<file path="config.mk">
export PLATFORM = sky130hd
export DESIGN_NAME = exec_clock_cost_lookup
export DESIGN_NICKNAME = d
export VERILOG_FILES = /design/src/cost_pkg.sv /design/src/cost_if.sv /design/src/cost_scaler.sv /design/src/wait_adder.sv /design/src/exec_clock_cost_lookup.sv
export VERILOG_INCLUDE_DIRS = /design/src
export SDC_FILE = /design/constraint.sdc
export NUM_CORES = 1
export LEC_CHECK = 0
export BUFFER_PORTS_ARGS = -buffer_cell sky130_fd_sc_hd__buf_2
export CAP_MARGIN = 20
export CELL_PAD_IN_SITES_DETAIL_PLACEMENT = 1
export CELL_PAD_IN_SITES_GLOBAL_PLACEMENT = 1
export CORE_MARGIN = 2
export CORE_UTILIZATION = 44
export DETAILED_ROUTE_END_ITERATION = 8
export GPL_TIMING_DRIVEN = 1
export PLACE_DENSITY_LB_ADDON = 0.15
export SETUP_SLACK_MARGIN = 0.4
export SLEW_MARGIN = 10
export SYNTH_ARGS = -nofsm -noshare
export SYNTH_HDL_FRONTEND = slang
export SYNTH_HIERARCHICAL = 1
export SYNTH_SLANG_ARGS = --single-unit
export TNS_END_PERCENT = 100
</file>
<file path="constraint.sdc">
create_clock -name i_clk -period 4.5 [get_ports i_clk]
set_clock_uncertainty 0.15 [all_clocks]
set_input_delay 0.225 -clock i_clk [delete_from_list [all_inputs] [get_ports i_clk]]
set_output_delay 0.225 -clock i_clk [all_outputs]
set_load 0.02 [all_outputs]
</file>
<file path="src/cost_map.svh">
/*
 * Constants of the execution clock cost generator: clock figures per
 * column group, word transfer counts and bound trap spreads.
 * Assumes the including file needs the values as sized literals, 8-bit except the 2-bit spreads.
 */
`ifndef COST_MAP_SVH
`define COST_MAP_SVH

// ----------------------------------------------------------------
// Register and immediate forms
// ----------------------------------------------------------------
`define RR_ALL 8'h02
`define RI_AD 8'h04
`define RI_E 8'h02

// ----------------------------------------------------------------
// Memory forms: byte or even word, odd word
// ----------------------------------------------------------------
`define MR_B_AB 8'h10
`define MR_B_CD 8'h0d
`define MR_B_E 8'h07
`define MR_O_AB 8'h18
`define MR_O_CD 8'h15
`define MR_O_E 8'h0b
`define RM_B_AB 8'h0b
`define RM_B_CD 8'h0a
`define RM_B_E 8'h06
`define RM_O_AB 8'h0f
`define RM_O_CD 8'h0e
`define RM_O_E 8'h08
`define MI_B_AB 8'h12
`define MI_B_CD 8'h0f
`define MI_O_AB 8'h1a
`define MI_O_CD 8'h17
`define CI_B_AB 8'h0d
`define CI_B_CD 8'h0c
`define CI_O_AB 8'h11
`define CI_O_CD 8'h10

// ----------------------------------------------------------------
// Decimal string and adjust
// ----------------------------------------------------------------
`define DS_PER_AD 8'h13
`define DS_BASE_AD 8'h07
`define DSA_PER_E 8'h12
`define DSC_PER_E 8'h0e
`define DS_BASE_E 8'h02
`define NIB_AD 8'h03
`define NIB_E 8'h02
`define BYT_AD 8'h07
`define BYT_E 8'h04

// ----------------------------------------------------------------
// Branches
// ----------------------------------------------------------------
`define JC_HIT_AD 8'h0e
`define JC_HIT_E 8'h06
`define JC_FALL_AD 8'h04
`define JC_FALL_E 8'h03
`define LOOP_AD 8'h0d
`define LOOP_E 8'h06
`define LOOP_OUT_AD 8'h05
`define LOOP_OUT_E 8'h03
`define JMP_NEAR 8'h0d
`define JMP_SHORT 8'h0c
`define JMP_REG 8'h0b
`define JMP_FAR 8'h0f
`define JMP_E 8'h07

// ----------------------------------------------------------------
// Traps, calls, bound check
// ----------------------------------------------------------------
`define TRAP_O_AD 8'h32
`define TRAP_O_E 8'h18
`define TRAP_V_AD 8'h26
`define TRAP_V_E 8'h12
`define OVT_O_AD 8'h34
`define OVT_O_E 8'h1a
`define OVT_V_AD 8'h28
`define OVT_V_E 8'h14
`define OVT_CLR 8'h03
`define CALN_O_AD 8'h14
`define CALN_O_E 8'h09
`define CALN_V_AD 8'h10
`define CALN_V_E 8'h07
`define CALF_O_AD 8'h1d
`define CALF_O_E 8'h0d
`define CALF_V_AD 8'h15
`define CALF_V_E 8'h09
`define CHK_O_CD 8'h19
`define CHK_O_E 8'h0e
`define CHK_V_AB 8'h12
`define CHK_V_CD 8'h11
`define CHK_V_E 8'h0c
`define CHT_O_AB 8'h49
`define CHT_O_CD 8'h48
`define CHT_O_E 8'h1e
`define CHT_V_AB 8'h35
`define CHT_V_CD 8'h34
`define CHT_SPREAD 2'h3
`define CHT_SPREAD_E 2'h2

// ----------------------------------------------------------------
// Bit clear, block compare, divide
// ----------------------------------------------------------------
`define BCL_REG_AD 8'h05
`define BCL_REG_E 8'h04
`define BCL_O_CD 8'h13
`define BCL_O_E 8'h0d
`define BCL_V_E 8'h09
`define BLK_BASE 8'h07
`define BLK_PER_OO 8'h16
`define BLK_PER_OE 8'h12
`define BLK_E_B 8'h0c
`define BLK_E_OO 8'h10
`define DIV_B_AD 8'h13
`define DIV_B_E 8'h0b
`define DIV_W_E 8'h13

// ----------------------------------------------------------------
// Word transfer counts
// ----------------------------------------------------------------
`define XF_ONE 8'h01
`define XF_TWO 8'h02
`define XF_TRAP 8'h05
`define XF_CHT 8'h07

`endif

</file>
<file path="src/cost_pkg.sv">
/*
 * Types of the execution clock cost generator.
 * Assumes nothing of its surroundings.
 */
package cost_pkg;

	typedef enum logic [2:0] {
		COL_A = 3'h0,
		COL_B = 3'h1,
		COL_C = 3'h2,
		COL_D = 3'h3,
		COL_E = 3'h4
	} column_t;

	typedef enum logic [1:0] {
		FORM_NEAR = 2'h0,
		FORM_SHORT = 2'h1,
		FORM_REG = 2'h2,
		FORM_FAR = 2'h3
	} form_t;

	typedef enum logic [4:0] {
		OP_ALU_RR = 5'h00,
		OP_ALU_MR = 5'h01,
		OP_ALU_RM = 5'h02,
		OP_ALU_RI = 5'h03,
		OP_ALU_MI = 5'h04,
		OP_CMP_MI = 5'h05,
		OP_DEC_ADD = 5'h06,
		OP_DEC_CMP = 5'h07,
		OP_NIB_ADJ = 5'h08,
		OP_BYTE_ADJ = 5'h09,
		OP_JC_FLAG = 5'h0a,
		OP_JC_CTZ = 5'h0b,
		OP_LPNZ = 5'h0c,
		OP_LPNZ_ZSET = 5'h0d,
		OP_LPNZ_ZCLR = 5'h0e,
		OP_JUMP = 5'h0f,
		OP_SW_TRAP = 5'h10,
		OP_OV_TRAP = 5'h11,
		OP_CALL_NEAR = 5'h12,
		OP_CALL_FAR = 5'h13,
		OP_BOUND = 5'h14,
		OP_BIT_CLR = 5'h15,
		OP_BLK_CMP = 5'h16,
		OP_UDIV = 5'h17
	} op_class_t;

endpackage : cost_pkg

</file>
<file path="src/cost_if.sv">
/*
 * Carrier between the cost generator pipeline stages.
 * Assumes one clock for producer and consumer.
 */
`timescale 1ns/1ps
`default_nettype none

interface cost_if #(parameter int CNT_W = 8, parameter int WAIT_W = 4);
	logic valid;
	logic [15:0] clocks;
	logic [7:0] per;
	logic dec;
	logic [CNT_W-1:0] count;
	logic [15:0] xfers;
	logic odd;
	logic [1:0] spread;
	logic [WAIT_W-1:0] waits;

	modport src (output valid, clocks, per, dec, count, xfers, odd, spread, waits);
	modport dst (input valid, clocks, per, dec, count, xfers, odd, spread, waits);
endinterface : cost_if

`default_nettype wire

</file>
<file path="src/cost_scaler.sv">
/*
 * Second stage: clocks = base + per * count - dec, registered.
 * Assumes a synchronous active-low reset.
 */
`timescale 1ns/1ps
`default_nettype none

module cost_scaler (
	// Clock and reset
	input wire logic i_clk,
	input wire logic i_rst_n,
	// Stages
	cost_if.dst up,
	cost_if.src dn
);
	logic [15:0] prod;

	assign prod = 16'(up.per * up.count);

	always_ff @(posedge i_clk) begin
		if (!i_rst_n) begin
			dn.valid <= 1'b0;
		end else begin
			dn.valid <= up.valid;
		end
	end

	always_ff @(posedge i_clk) begin
		dn.clocks <= up.clocks + prod - {15'h0000, up.dec};
		dn.per <= up.per;
		dn.dec <= up.dec;
		dn.count <= up.count;
		dn.xfers <= up.xfers;
		dn.odd <= up.odd;
		dn.spread <= up.spread;
		dn.waits <= up.waits;
	end
endmodule : cost_scaler

`default_nettype wire

</file>
<file path="src/wait_adder.sv">
/*
 * Third stage: adds word transfers times wait states, doubled when odd.
 * Assumes a synchronous active-low reset.
 */
`timescale 1ns/1ps
`default_nettype none

module wait_adder (
	// Clock and reset
	input wire logic i_clk,
	input wire logic i_rst_n,
	// Stage in
	cost_if.dst up,
	// Result
	output logic o_valid,
	output logic [15:0] o_clocks,
	output logic [15:0] o_xfers,
	output logic [1:0] o_spread
);
	logic [15:0] extra;

	assign extra = 16'(up.xfers * up.waits);

	always_ff @(posedge i_clk) begin
		if (!i_rst_n) begin
			o_valid <= 1'b0;
		end else begin
			o_valid <= up.valid;
		end
	end

	// Zero waits leave the base cost untouched
	always_ff @(posedge i_clk) begin
		o_clocks <= up.clocks + (up.odd ? 16'(extra << 1) : extra);
		o_xfers <= up.xfers;
		o_spread <= up.spread;
	end
endmodule : wait_adder

`default_nettype wire

</file>
<file path="src/exec_clock_cost_lookup.sv">
/*
 * Execution clock cost generator: from instruction class, form, width,
 * parity, outcome and count it returns execution clocks and word
 * transfers for one of five core columns.
 * Assumes requests synchronous to i_clk; answer 4 cycles later.
 */
// Notes on behaviour
// - Register-register AND, add, add-with-carry cost 2 on all columns
// - Memory-destination byte op: 16 A/B, 13 C/D, 7 E
// - Odd word memory-destination: 24, 21, 11; even word as byte on B/D/E
// - Register-destination memory read: byte 11/10/6, odd word 15/14/8
// - Immediate into register or accumulator: 4 on A-D, 2 on E
// - Immediate into memory: byte 18/15/7, odd word 26/23/11
// - Decimal string add: 19m+7 on A-D, 18m+2 on E
// - Flag branch: taken 14 (E 6), fall through 4 (E 3)
// - Branch if count zero: nonzero 5 (E 3), zero 13 (E 6)
// - Decrement branch nonzero: nonzero 13 (E 6), zero 5 (E 3)
// - Flag-qualified decrement branch: hit 14 (E 6), else 5 (E 3)
// - Jumps: near 13, short 12, register 11, far 15; E 7
// - Software trap: 5 transfers; odd 50 (E 24), even 38 (E 18)
// - Overflow trap: set odd 52/26, even 40/20; clear 3
// - Near call odd 20/9 even 16/7; far call odd 29/13 even 21/9
// - Bound check pass: 2 transfers, 26/18; trap range 73 to 76 odd
// - Compare memory immediate: byte 13/12/6, odd word 17/16/8
// - Block compare: 7+14n bytes, 7+22n odd words; E 12n-1 or 16n-1
// - Costs exclude prefetch and waits; zero wait states assumed
// - Add transfers times waits; doubled for odd addresses
`timescale 1ns/1ps
`default_nettype none
`include "cost_map.svh"

module exec_clock_cost_lookup #(
	parameter int CNT_W = 8,
	parameter int WAIT_W = 4
) (
	// Clock and reset
	input wire logic i_clk,
	input wire logic i_rst_n,
	// Request
	input wire logic i_valid,
	input wire cost_pkg::op_class_t i_op,
	input wire cost_pkg::column_t i_col,
	input wire cost_pkg::form_t i_form,
	input wire logic i_word,
	input wire logic i_odd,
	input wire logic i_odd_src,
	input wire logic i_cond,
	input wire logic i_flag,
	input wire logic [CNT_W-1:0] i_count,
	input wire logic [WAIT_W-1:0] i_wait,
	// Answer
	output logic o_valid,
	output logic [15:0] o_clocks,
	output logic [15:0] o_xfers,
	output logic [1:0] o_spread
);
	import cost_pkg::*;

	// ----------------------------------------------------------------
	// Column selection helpers
	// ----------------------------------------------------------------
	function automatic logic [7:0] pick(column_t c, logic [7:0] ab,
			logic [7:0] cd, logic [7:0] e);
		case (c)
			COL_A, COL_B: pick = ab;
			COL_C, COL_D: pick = cd;
			default: pick = e;
		endcase
	endfunction : pick

	function automatic logic [7:0] ad_e(column_t c, logic [7:0] ad,
			logic [7:0] e);
		ad_e = (c == COL_E) ? e : ad;
	endfunction : ad_e

	// ----------------------------------------------------------------
	// Request decode
	// ----------------------------------------------------------------
	cost_if #(.CNT_W(CNT_W), .WAIT_W(WAIT_W)) s1 ();
	cost_if #(.CNT_W(CNT_W), .WAIT_W(WAIT_W)) s2 ();

	logic bus8;
	logic hi;
	logic stk_odd;
	logic both_odd;
	logic one_odd;
	logic [7:0] base_d;
	logic [7:0] per_d;
	logic dec_d;
	logic [15:0] xf_d;
	logic [1:0] sp_d;
	logic odd_d;

	assign bus8 = (i_col == COL_A) || (i_col == COL_C);
	assign hi = i_word & (i_odd | bus8);
	assign stk_odd = i_odd | bus8;
	assign both_odd = i_word & ((i_odd & i_odd_src) | bus8);
	assign one_odd = i_word & (i_odd ^ i_odd_src);

	always_comb begin
		base_d = 8'h00;
		per_d = 8'h00;
		dec_d = 1'b0;
		xf_d = 16'h0000;
		sp_d = 2'h0;
		odd_d = hi;
		case (i_op)
			OP_ALU_RR: begin
				base_d = `RR_ALL;
			end
			OP_ALU_MR: begin
				xf_d = {8'h00, `XF_TWO};
				if (hi) begin
					base_d = pick(i_col, `MR_O_AB, `MR_O_CD, `MR_O_E);
				end else begin
					base_d = pick(i_col, `MR_B_AB, `MR_B_CD, `MR_B_E);
				end
			end
			OP_ALU_RM: begin
				xf_d = {8'h00, `XF_ONE};
				if (hi) begin
					base_d = pick(i_col, `RM_O_AB, `RM_O_CD, `RM_O_E);
				end else begin
					base_d = pick(i_col, `RM_B_AB, `RM_B_CD, `RM_B_E);
				end
			end
			OP_ALU_RI: begin
				base_d = ad_e(i_col, `RI_AD, `RI_E);
			end
			OP_ALU_MI: begin
				xf_d = {8'h00, `XF_TWO};
				if (hi) begin
					base_d = pick(i_col, `MI_O_AB, `MI_O_CD, `MR_O_E);
				end else begin
					base_d = pick(i_col, `MI_B_AB, `MI_B_CD, `MR_B_E);
				end
			end
			OP_CMP_MI: begin
				xf_d = {8'h00, `XF_ONE};
				if (hi) begin
					base_d = pick(i_col, `CI_O_AB, `CI_O_CD, `RM_O_E);
				end else begin
					base_d = pick(i_col, `CI_B_AB, `CI_B_CD, `RM_B_E);
				end
			end
			OP_DEC_ADD: begin
				base_d = ad_e(i_col, `DS_BASE_AD, `DS_BASE_E);
				per_d = ad_e(i_col, `DS_PER_AD, `DSA_PER_E);
			end
			OP_DEC_CMP: begin
				base_d = ad_e(i_col, `DS_BASE_AD, `DS_BASE_E);
				per_d = ad_e(i_col, `DS_PER_AD, `DSC_PER_E);
			end
			OP_NIB_ADJ: begin
				base_d = ad_e(i_col, `NIB_AD, `NIB_E);
			end
			OP_BYTE_ADJ: begin
				base_d = ad_e(i_col, `BYT_AD, `BYT_E);
			end
			OP_JC_FLAG: begin
				if (i_cond) begin
					base_d = ad_e(i_col, `JC_HIT_AD, `JC_HIT_E);
				end else begin
					base_d = ad_e(i_col, `JC_FALL_AD, `JC_FALL_E);
				end
			end
			OP_JC_CTZ: begin
				if (i_cond) begin
					base_d = ad_e(i_col, `LOOP_AD, `LOOP_E);
				end else begin
					base_d = ad_e(i_col, `LOOP_OUT_AD, `LOOP_OUT_E);
				end
			end
			OP_LPNZ: begin
				if (i_cond) begin
					base_d = ad_e(i_col, `LOOP_AD, `LOOP_E);
				end else begin
					base_d = ad_e(i_col, `LOOP_OUT_AD, `LOOP_OUT_E);
				end
			end
			OP_LPNZ_ZSET, OP_LPNZ_ZCLR: begin
				if (i_cond && (i_flag == (i_op == OP_LPNZ_ZSET))) begin
					base_d = ad_e(i_col, `JC_HIT_AD, `JC_HIT_E);
				end else begin
					base_d = ad_e(i_col, `LOOP_OUT_AD, `LOOP_OUT_E);
				end
			end
			OP_JUMP: begin
				case (i_form)
					FORM_NEAR: base_d = ad_e(i_col, `JMP_NEAR, `JMP_E);
					FORM_SHORT: base_d = ad_e(i_col, `JMP_SHORT, `JMP_E);
					FORM_REG: base_d = ad_e(i_col, `JMP_REG, `JMP_E);
					default: base_d = ad_e(i_col, `JMP_FAR, `JMP_E);
				endcase
			end
			OP_SW_TRAP: begin
				xf_d = {8'h00, `XF_TRAP};
				odd_d = stk_odd;
				if (stk_odd) begin
					base_d = ad_e(i_col, `TRAP_O_AD, `TRAP_O_E);
				end else begin
					base_d = ad_e(i_col, `TRAP_V_AD, `TRAP_V_E);
				end
			end
			OP_OV_TRAP: begin
				xf_d = {8'h00, `XF_TRAP};
				odd_d = stk_odd & i_cond;
				if (!i_cond) begin
					base_d = `OVT_CLR;
				end else if (stk_odd) begin
					base_d = ad_e(i_col, `OVT_O_AD, `OVT_O_E);
				end else begin
					base_d = ad_e(i_col, `OVT_V_AD, `OVT_V_E);
				end
			end
			OP_CALL_NEAR: begin
				xf_d = {8'h00, `XF_ONE};
				odd_d = stk_odd;
				if (stk_odd) begin
					base_d = ad_e(i_col, `CALN_O_AD, `CALN_O_E);
				end else begin
					base_d = ad_e(i_col, `CALN_V_AD, `CALN_V_E);
				end
			end
			OP_CALL_FAR: begin
				xf_d = {8'h00, `XF_TWO};
				odd_d = stk_odd;
				if (stk_odd) begin
					base_d = ad_e(i_col, `CALF_O_AD, `CALF_O_E);
				end else begin
					base_d = ad_e(i_col, `CALF_V_AD, `CALF_V_E);
				end
			end
			OP_BOUND: begin
				odd_d = stk_odd;
				if (i_cond) begin
					xf_d = {8'h00, `XF_CHT};
					sp_d = (i_col == COL_E) ? `CHT_SPREAD_E : `CHT_SPREAD;
					if (stk_odd) begin
						base_d = pick(i_col, `CHT_O_AB, `CHT_O_CD, `CHT_O_E);
					end else begin
						base_d = pick(i_col, `CHT_V_AB, `CHT_V_CD, `TRAP_O_E);
					end
				end else begin
					xf_d = {8'h00, `XF_TWO};
					if (stk_odd) begin
						base_d = pick(i_col, `MI_O_AB, `CHK_O_CD, `CHK_O_E);
					end else begin
						base_d = pick(i_col, `CHK_V_AB, `CHK_V_CD, `CHK_V_E);
					end
				end
			end
			OP_BIT_CLR: begin
				if (i_form == FORM_REG) begin
					base_d = ad_e(i_col, `BCL_REG_AD, `BCL_REG_E);
				end else if (hi) begin
					xf_d = {8'h00, `XF_TWO};
					base_d = pick(i_col, `BCL_O_CD + `OVT_CLR, `BCL_O_CD, `BCL_O_E);
				end else begin
					xf_d = i_word ? {8'h00, `XF_TWO} : 16'h0000;
					base_d = pick(i_col, `CI_B_AB + `NIB_E - 8'h01, `MR_O_E, `BCL_V_E);
				end
			end
			OP_BLK_CMP: begin
				xf_d = 16'({i_count, 1'b0});
				odd_d = both_odd | one_odd;
				if (i_col == COL_E) begin
					dec_d = 1'b1;
					if (both_odd) begin
						per_d = `BLK_E_OO;
					end else if (one_odd) begin
						per_d = `DSC_PER_E;
					end else begin
						per_d = `BLK_E_B;
					end
				end else begin
					base_d = `BLK_BASE;
					if (both_odd) begin
						per_d = `BLK_PER_OO;
					end else if (one_odd) begin
						per_d = `BLK_PER_OE;
					end else begin
						per_d = `DSC_PER_E;
					end
				end
			end
			OP_UDIV: begin
				if (i_word) begin
					base_d = ad_e(i_col, `CALF_V_AD + `NIB_AD + `OVT_CLR - 8'h02, `DIV_W_E);
				end else begin
					base_d = ad_e(i_col, `DIV_B_AD, `DIV_B_E);
				end
			end
			default: begin
				base_d = 8'h00;
			end
		endcase
	end

	// ----------------------------------------------------------------
	// First pipeline register
	// ----------------------------------------------------------------
	always_ff @(posedge i_clk) begin
		if (!i_rst_n) begin
			s1.valid <= 1'b0;
		end else begin
			s1.valid <= i_valid;
		end
	end

	always_ff @(posedge i_clk) begin
		s1.clocks <= {8'h00, base_d};
		s1.per <= per_d;
		s1.dec <= dec_d;
		s1.count <= i_count;
		s1.xfers <= xf_d;
		s1.odd <= odd_d;
		s1.spread <= sp_d;
		s1.waits <= i_wait;
	end

	// ----------------------------------------------------------------
	// Repeat scaling and wait adjustment
	// ----------------------------------------------------------------
	logic w_valid;
	logic [15:0] w_clocks;
	logic [15:0] w_xfers;
	logic [1:0] w_spread;

	cost_scaler u_scaler (
		.i_clk(i_clk),
		.i_rst_n(i_rst_n),
		.up(s1.dst),
		.dn(s2.src)
	);

	wait_adder u_wait (
		.i_clk(i_clk),
		.i_rst_n(i_rst_n),
		.up(s2.dst),
		.o_valid(w_valid),
		.o_clocks(w_clocks),
		.o_xfers(w_xfers),
		.o_spread(w_spread)
	);

	// ----------------------------------------------------------------
	// Output registers
	// ----------------------------------------------------------------
	always_ff @(posedge i_clk) begin
		if (!i_rst_n) begin
			o_valid <= 1'b0;
			o_clocks <= 16'h0000;
			o_xfers <= 16'h0000;
			o_spread <= 2'h0;
		end else begin
			o_valid <= w_valid;
			o_clocks <= w_clocks;
			o_xfers <= w_xfers;
			o_spread <= w_spread;
		end
	end
endmodule : exec_clock_cost_lookup

`default_nettype wire

</file>
==> results of run 1 <==
final cells by class:
cell class	count	area share (%)
clock buffer	19	3.34
clock inverter	12	0.821
inverter	162	4.73
multi-input combinational	837	57.1
sequential	148	23.2
tap	319	3.08
timing repair buffer	146	7.68
worst max-delay path by stage:
stage,from,end,slack (ns)
after floorplan,u_scaler/dn.waits[3],u_wait/o_clocks[14],0.18
after global placement,u_scaler/dn.xfers[1],u_wait/o_clocks[14],-0.03
after detailed placement,s1.count[3],u_scaler/dn.clocks[12],-0.20
after CTS,s1.per[4],u_scaler/dn.clocks[12],0.004
after global routing,s1.per[3],u_scaler/dn.clocks[12],-0.18
final,s1.count[5],u_scaler/dn.clocks[12],-0.03
routing by layer:
layer	share of wire (%)	vias to the layer above	GRT usage (%)
li1	-	4057	-
met1	43	4052	27.5
met2	52	129	42.7
met3	2.8	44	3.88
met4	2.9	0	7.71
met5	0	-	0
timing repair:
action | 4_1_cts | 5_1_grt
pin swaps | 43 | 29
endpoints found under the hold margin | 20 | 0
hold buffers | 13 | 0
buffers inserted | 14 | 6
setup endpoints to repair | 17 | 18
resized for setup | 59 | 60
per-stage QoR:
stage / utilization (%) / power (mW)
after global placement: 50.0 / 4.26
after global routing: 55.7 / 6.61
after detailed placement: 50.0 / 4.35
after CTS: 54.3 / 5.97
after floorplan: - / 3.55
final: 55.7 / 6.13
worst max-delay path, cell delays in order, from the launching register on:
cell and delay, ns:
dfxtp_4 0.37, and2_4 0.16, fa_1 0.46, fa_2 0.55
fa_2 0.44, fa_1 0.49, inv_1 0.06, fa_1 0.52
inv_2 0.05, ha_4 0.32, o21ai_2 0.07, nand2b_1 0.15
buf_4 0.15, o31ai_4 0.07, a211o_1 0.30, nand4b_1 0.14
registers in the layout, summed over array words and instances, names as in the netlist:
register,flops
o_spread,2
s1.valid,1
s1.clocks,7
u_scaler/dn.odd,1
u_wait/o_xfers,16
u_scaler/dn.xfers,16
s1.waits,4
u_scaler/dn.clocks,16
s1.spread,2
s1.per,5
o_valid,1
u_scaler/dn.valid,1
s1.count,8
o_xfers,16
u_wait/o_valid,1
s1.dec,1
o_clocks,16
s1.xfers,9
u_wait/o_clocks,16
s1.odd,1
u_wait/o_spread,2
u_scaler/dn.waits,4
u_scaler/dn.spread,2
cells in the final DEF, fill, tap and decap left out, types with 17 or more instances in the layout:
cell	n
inv_1	144
dfxtp_1	130
and2_1	106
nand2_1	90
ha_1	73
fa_1	70
buf_2	64
buf_4	62
nor2_1	47
conb_1	40
a21oi_1	35
xnor2_1	30
o21ai_0	24
ha_4	21
nor3_1	19
nor2b_1	17
clkbuf_16	17
power groups by stage:
| stage | combinational (mW) | clock (mW) | sequential (mW) |
|---|---|---|---|
| 6_report | 3.18 | 1.31 | 1.64 |
| 5_1_grt | 3.54 | 1.41 | 1.66 |
| 4_1_cts | 2.98 | 1.36 | 1.64 |
| 3_5_place_dp | 2.69 | 0 | 1.66 |
| 3_3_place_gp | 2.60 | 0 | 1.66 |
| 2_1_floorplan | 1.87 | 0 | 1.68 |
==> results.json, run 1 <==
{
  "status": "finished, violations left",
  "violations": "setup timing",
  "fin_hold_ws_ns": 0.0882,
  "stdcell_count": 1643,
  "hpwl_mm": 20.4,
  "multi_input_area_um2": 7400,
  "worst_slack_ns": -0.0302,
  "cts_buffer_depth": 2,
  "preCtsSetupSlack_ns": -0.196,
  "seqCellArea_um2": 3010,
  "clk_pin_slew_ns": 0.06,
  "crit_path_end_kind": "flip-flop",
  "comb_power_share_pct": 51.9,
  "fin_setup_tns_ns": -0.0411,
  "maxCapViolations": 0,
  "timing.fmax_ghz": 0.221,
  "gp_congestion": 0.873,
  "netlist_instances": 1146,
  "worst_pin_slew_ns": 0.689,
  "design_area_um2": 13000,
  "num_vias": 8282,
  "start_util_pct": 44.5,
  "nNetsFinal": 1518,
  "grt_pass1_vias": 9047,
  "critPathKind": "reg -> reg",
  "p_int_mw": 3.85,
  "power_frac_clock_pct": 21.4,
  "antenna_found_initial": 0,
  "grt_pass1_wl_mm": 45.4,
  "numCtsBuffers": 17,
  "switchingPower_mw": 2.29,
  "cts_tree": "yes",
  "slew_headroom_pct": 54.0,
  "drtIter0Drc": 285,
  "cts_max_level": 4,
  "post_drt_via_cell_ratio": 5.04,
  "r2r_start": "s1.count[5]",
  "crit_path_start_kind": "flip-flop",
  "routed_wl_mm": 27.7,
  "setup_violations": 2,
  "power_frac_seq_pct": 26.7,
  "syn_avg_cell_area_um2": 9.04,
  "core_area_um2": 23300,
  "switching_share_pct": 37.3,
  "finalHoldViolations": 0,
  "fp.dieArea_um2": 24800,
  "whs_endpoint": "s1.odd",
  "die_w_um": 157,
  "syn_area_um2": 10400,
  "cp.arrival_ns": 4.72,
  "p_leak_nw": 5.93,
  "period_share_pct": 101,
  "drt-pass1-iter-count": 4,
  "io_buffers": 64,
  "drt.antenna.violating_nets": 0,
  "wl_per_cell_um": 16.9,
  "track_usage_pct": 23.3,
  "place_area_um2": 11600,
  "drc_errors": 0,
  "layout-drive-gt1-share_pct": 24.1,
  "post-route-min-period_ns": 4.53,
  "power.density_nw_per_um2": 474,
  "synthToLayoutAreaGrowth_pct": 25.0,
  "cts_sinks": 148,
  "worstSkewPairLatency_ns": 0.42,
  "cp_max_fo": 6,
  "die_y_um": 157,
  "drv_slew": 0,
  "worstHoldPathType": "in -> reg",
  "io_pins": 65,
  "place_inst": 1579,
  "num-fill-cells": 2697,
  "rows": 56,
  "ir_drop_mv": 0.258,
  "yosysWarnings": 6,
  "n_antenna_cell": 0,
  "worstHoldPathCells": 2,
  "rsz0062_at_grt": "yes",
  "grt_start_max_net_pins": 39,
  "r2r-end": "u_scaler/dn.clocks[12]",
  "min_from": "i_word",
  "rrSetupSlack_ns": -0.03,
  "overflow": 0,
  "required_ns": 4.69,
  "root_buffer": "clkbuf_16",
  "reg2reg_depth": 15
}
Note: power is estimated with default switching activity, not from simulation.
==> run 2, diff against run 1 <==
--- a/config.mk
+++ b/config.mk
@@ -12,8 +12,10 @@
 export CELL_PAD_IN_SITES_GLOBAL_PLACEMENT = 1
 export CORE_MARGIN = 2
 export CORE_UTILIZATION = 44
+export CTS_BUF_LIST = sky130_fd_sc_hd__clkbuf_16
 export DETAILED_ROUTE_END_ITERATION = 8
 export GPL_TIMING_DRIVEN = 1
+export MAX_ROUTING_LAYER = met4
 export PLACE_DENSITY_LB_ADDON = 0.15
 export SETUP_SLACK_MARGIN = 0.4
 export SLEW_MARGIN = 10
==> run 2 against run 1 <==
Against the previous run:
- the flow still finishes with violations (setup timing)
- die area is the same
- clock power grew 8%
- sequential share of layout area shrank 0.16 points
- critical path depth grew 2
- largest power group unchanged
- highest routed layer unchanged
==> results.json, run 2 (synthesized netlist as in run 1, its figures left out) <==
{
  "comb_power_share_pct": 51.6,
  "ir_drop_mv": 0.247,
  "hpwl_mm": 20.0,
  "power.density_nw_per_um2": 483,
  "seqCellArea_um2": 3010,
  "synthToLayoutAreaGrowth_pct": 25.9,
  "rsz0062_at_grt": "yes",
  "fp.dieArea_um2": 24800,
  "start_util_pct": 44.5,
  "drv_slew": 0,
  "finalHoldViolations": 0,
  "cp_max_fo": 7,
  "crit_path_end_kind": "flip-flop",
  "grt_pass1_vias": 8993,
  "p_leak_nw": 5.96,
  "post_drt_via_cell_ratio": 5.03,
  "worst_path_most_repeated_cell": "fa_1",
  "period_share_pct": 102,
  "drt.antenna.violating_nets": 0,
  "cts_sinks": 148,
  "layout-drive-gt1-share_pct": 24.1,
  "max_stage_delay_ns": 0.51,
  "drtIter0Drc": 291,
  "violations": "setup timing",
  "die_y_um": 157,
  "timing.fmax_ghz": 0.219,
  "die_w_um": 157,
  "place_area_um2": 11600,
  "final_cell_mix": "inv_1, dfxtp_1, and2_1",
  "rows": 56,
  "grt_start_max_net_pins": 39,
  "worst_pin_slew_ns": 0.708,
  "critPathKind": "reg -> reg",
  "core_area_um2": 23300,
  "num-fill-cells": 2700,
  "post-route-min-period_ns": 4.57,
  "routed_wl_mm": 27.9,
  "mostFrequentLayoutCell": "inv_1",
  "worstHoldPathType": "in -> reg",
  "antenna_found_initial": 1,
  "gp_congestion": 0.860,
  "power_frac_seq_pct": 26.1,
  "drt-pass1-iter-count": 4,
  "slowest_stage": "fa_1",
  "fin_hold_ws_ns": 0.0805,
  "design_area_um2": 13000,
  "setup_violations": 5,
  "multi_input_area_um2": 7370,
  "drc_errors": 0,
  "maxCapViolations": 0,
  "switching_share_pct": 37.6,
  "clk_pin_slew_ns": 0.07,
  "nNetsFinal": 1524,
  "crit_chain": "buf_6, nand2_4, fa_1, inv_2, fa_1, fa_1, fa_1, inv_1, fa_1, inv_2, ha_4, o21ai_4, o21ai_4, nand4_4, buf_6, mux2i_1, nand2_1",
  "rrSetupSlack_ns": -0.07,
  "cts_max_level": 4,
  "power_frac_clock_pct": 22.3,
  "worst_slack_ns": -0.0726,
  "slew_headroom_pct": 52.7,
  "cp.arrival_ns": 4.72,
  "overflow": 0,
  "p_int_mw": 3.93,
  "num_vias": 8303,
  "switchingPower_mw": 2.37,
  "root_buffer": "clkbuf_16",
  "cts_buffer_depth": 2,
  "cts_tree": "yes",
  "io_buffers": 64,
  "io_pins": 65,
  "grt_pass1_wl_mm": 45.0,
  "fin_setup_tns_ns": -0.168,
  "wl_per_cell_um": 16.9,
  "numCtsBuffers": 17,
  "crit_path_start_kind": "flip-flop",
  "required_ns": 4.65,
  "worstSkewPairLatency_ns": 0.42,
  "status": "finished, violations left",
  "track_usage_pct": 23.6
}
run 2: what timing repair did:
item | in CTS | in global routing
buffers inserted | 18 | 8
hold endpoints to repair | 20 | 0
hold buffers | 13 | 0
pin swaps | 50 | 40
resized for setup | 78 | 37
endpoints found under the setup margin | 17 | 19
run 2: power by group through the flow:
stage / registers [mW] / clock network, mW / logic [mW]
final: 1.64 / 1.41 / 3.25
after global routing: 1.67 / 1.51 / 3.61
after global placement: 1.66 / 0 / 2.60
after detailed placement: 1.67 / 0 / 2.68
after floorplan: 1.68 / 0 / 1.87
after CTS: 1.64 / 1.44 / 3.08
run 2: final cells by class:
cell class / instances / area share [%]
inverters: 162 / 4.72
diodes: 1 / 0.0192
well taps: 319 / 3.06
repair buffers: 152 / 8.17
clock buffers: 17 / 3.26
multi-input cells: 837 / 56.5
flip-flops and latches: 148 / 23.0
clock inverters: 15 / 1.19
run 2: routing by layer:
| metal | global-route usage [%] | up-vias | wire, um |
|---|---|---|---|
| li1 | - | 4089 | - |
| met4 | 7.71 | 0 | 696 |
| met3 | 3.25 | 42 | 591 |
| met1 | 26.7 | 4051 | 12000 |
| met2 | 42.9 | 121 | 14600 |
| met5 | - | - | 0 |
run 2: path summary, 6_finish.rpt:
path,start,endpoint,depth (start not counted)
min,i_word,s1.odd,2
max,s1.per[4],u_scaler/dn.clocks[11],17
max reg2reg,s1.per[4],u_scaler/dn.clocks[11],17
min reg2reg,s1.xfers[2],u_scaler/dn.xfers[2],0
run 2: critical path: cells and delay by family, from the launching register on:
family | cells | cell delay [ns]
buf+inv | 5 | 0.40
compound gates | 2 | 0.29
fa+ha+maj | 6 | 2.74
simple gates | 3 | 0.27
flops | 1 | 0.39
mux | 1 | 0.20
run 2: metrics by stage:
| stage | utilization, % | worst slack (ns) | total power, mW | instances |
|---|---|---|---|---|
| after floorplan | - | 0.180 | 3.55 | 1185 |
| after global placement | 50.0 | -0.0305 | 4.26 | 1579 |
| after detailed placement | 50.0 | -0.0897 | 4.34 | 1579 |
| after CTS | 55.1 | -0.00732 | 6.16 | 1642 |
| after global routing | 56.1 | -0.247 | 6.78 | 1651 |
| final | 56.1 | -0.0726 | 6.30 | 1651 |
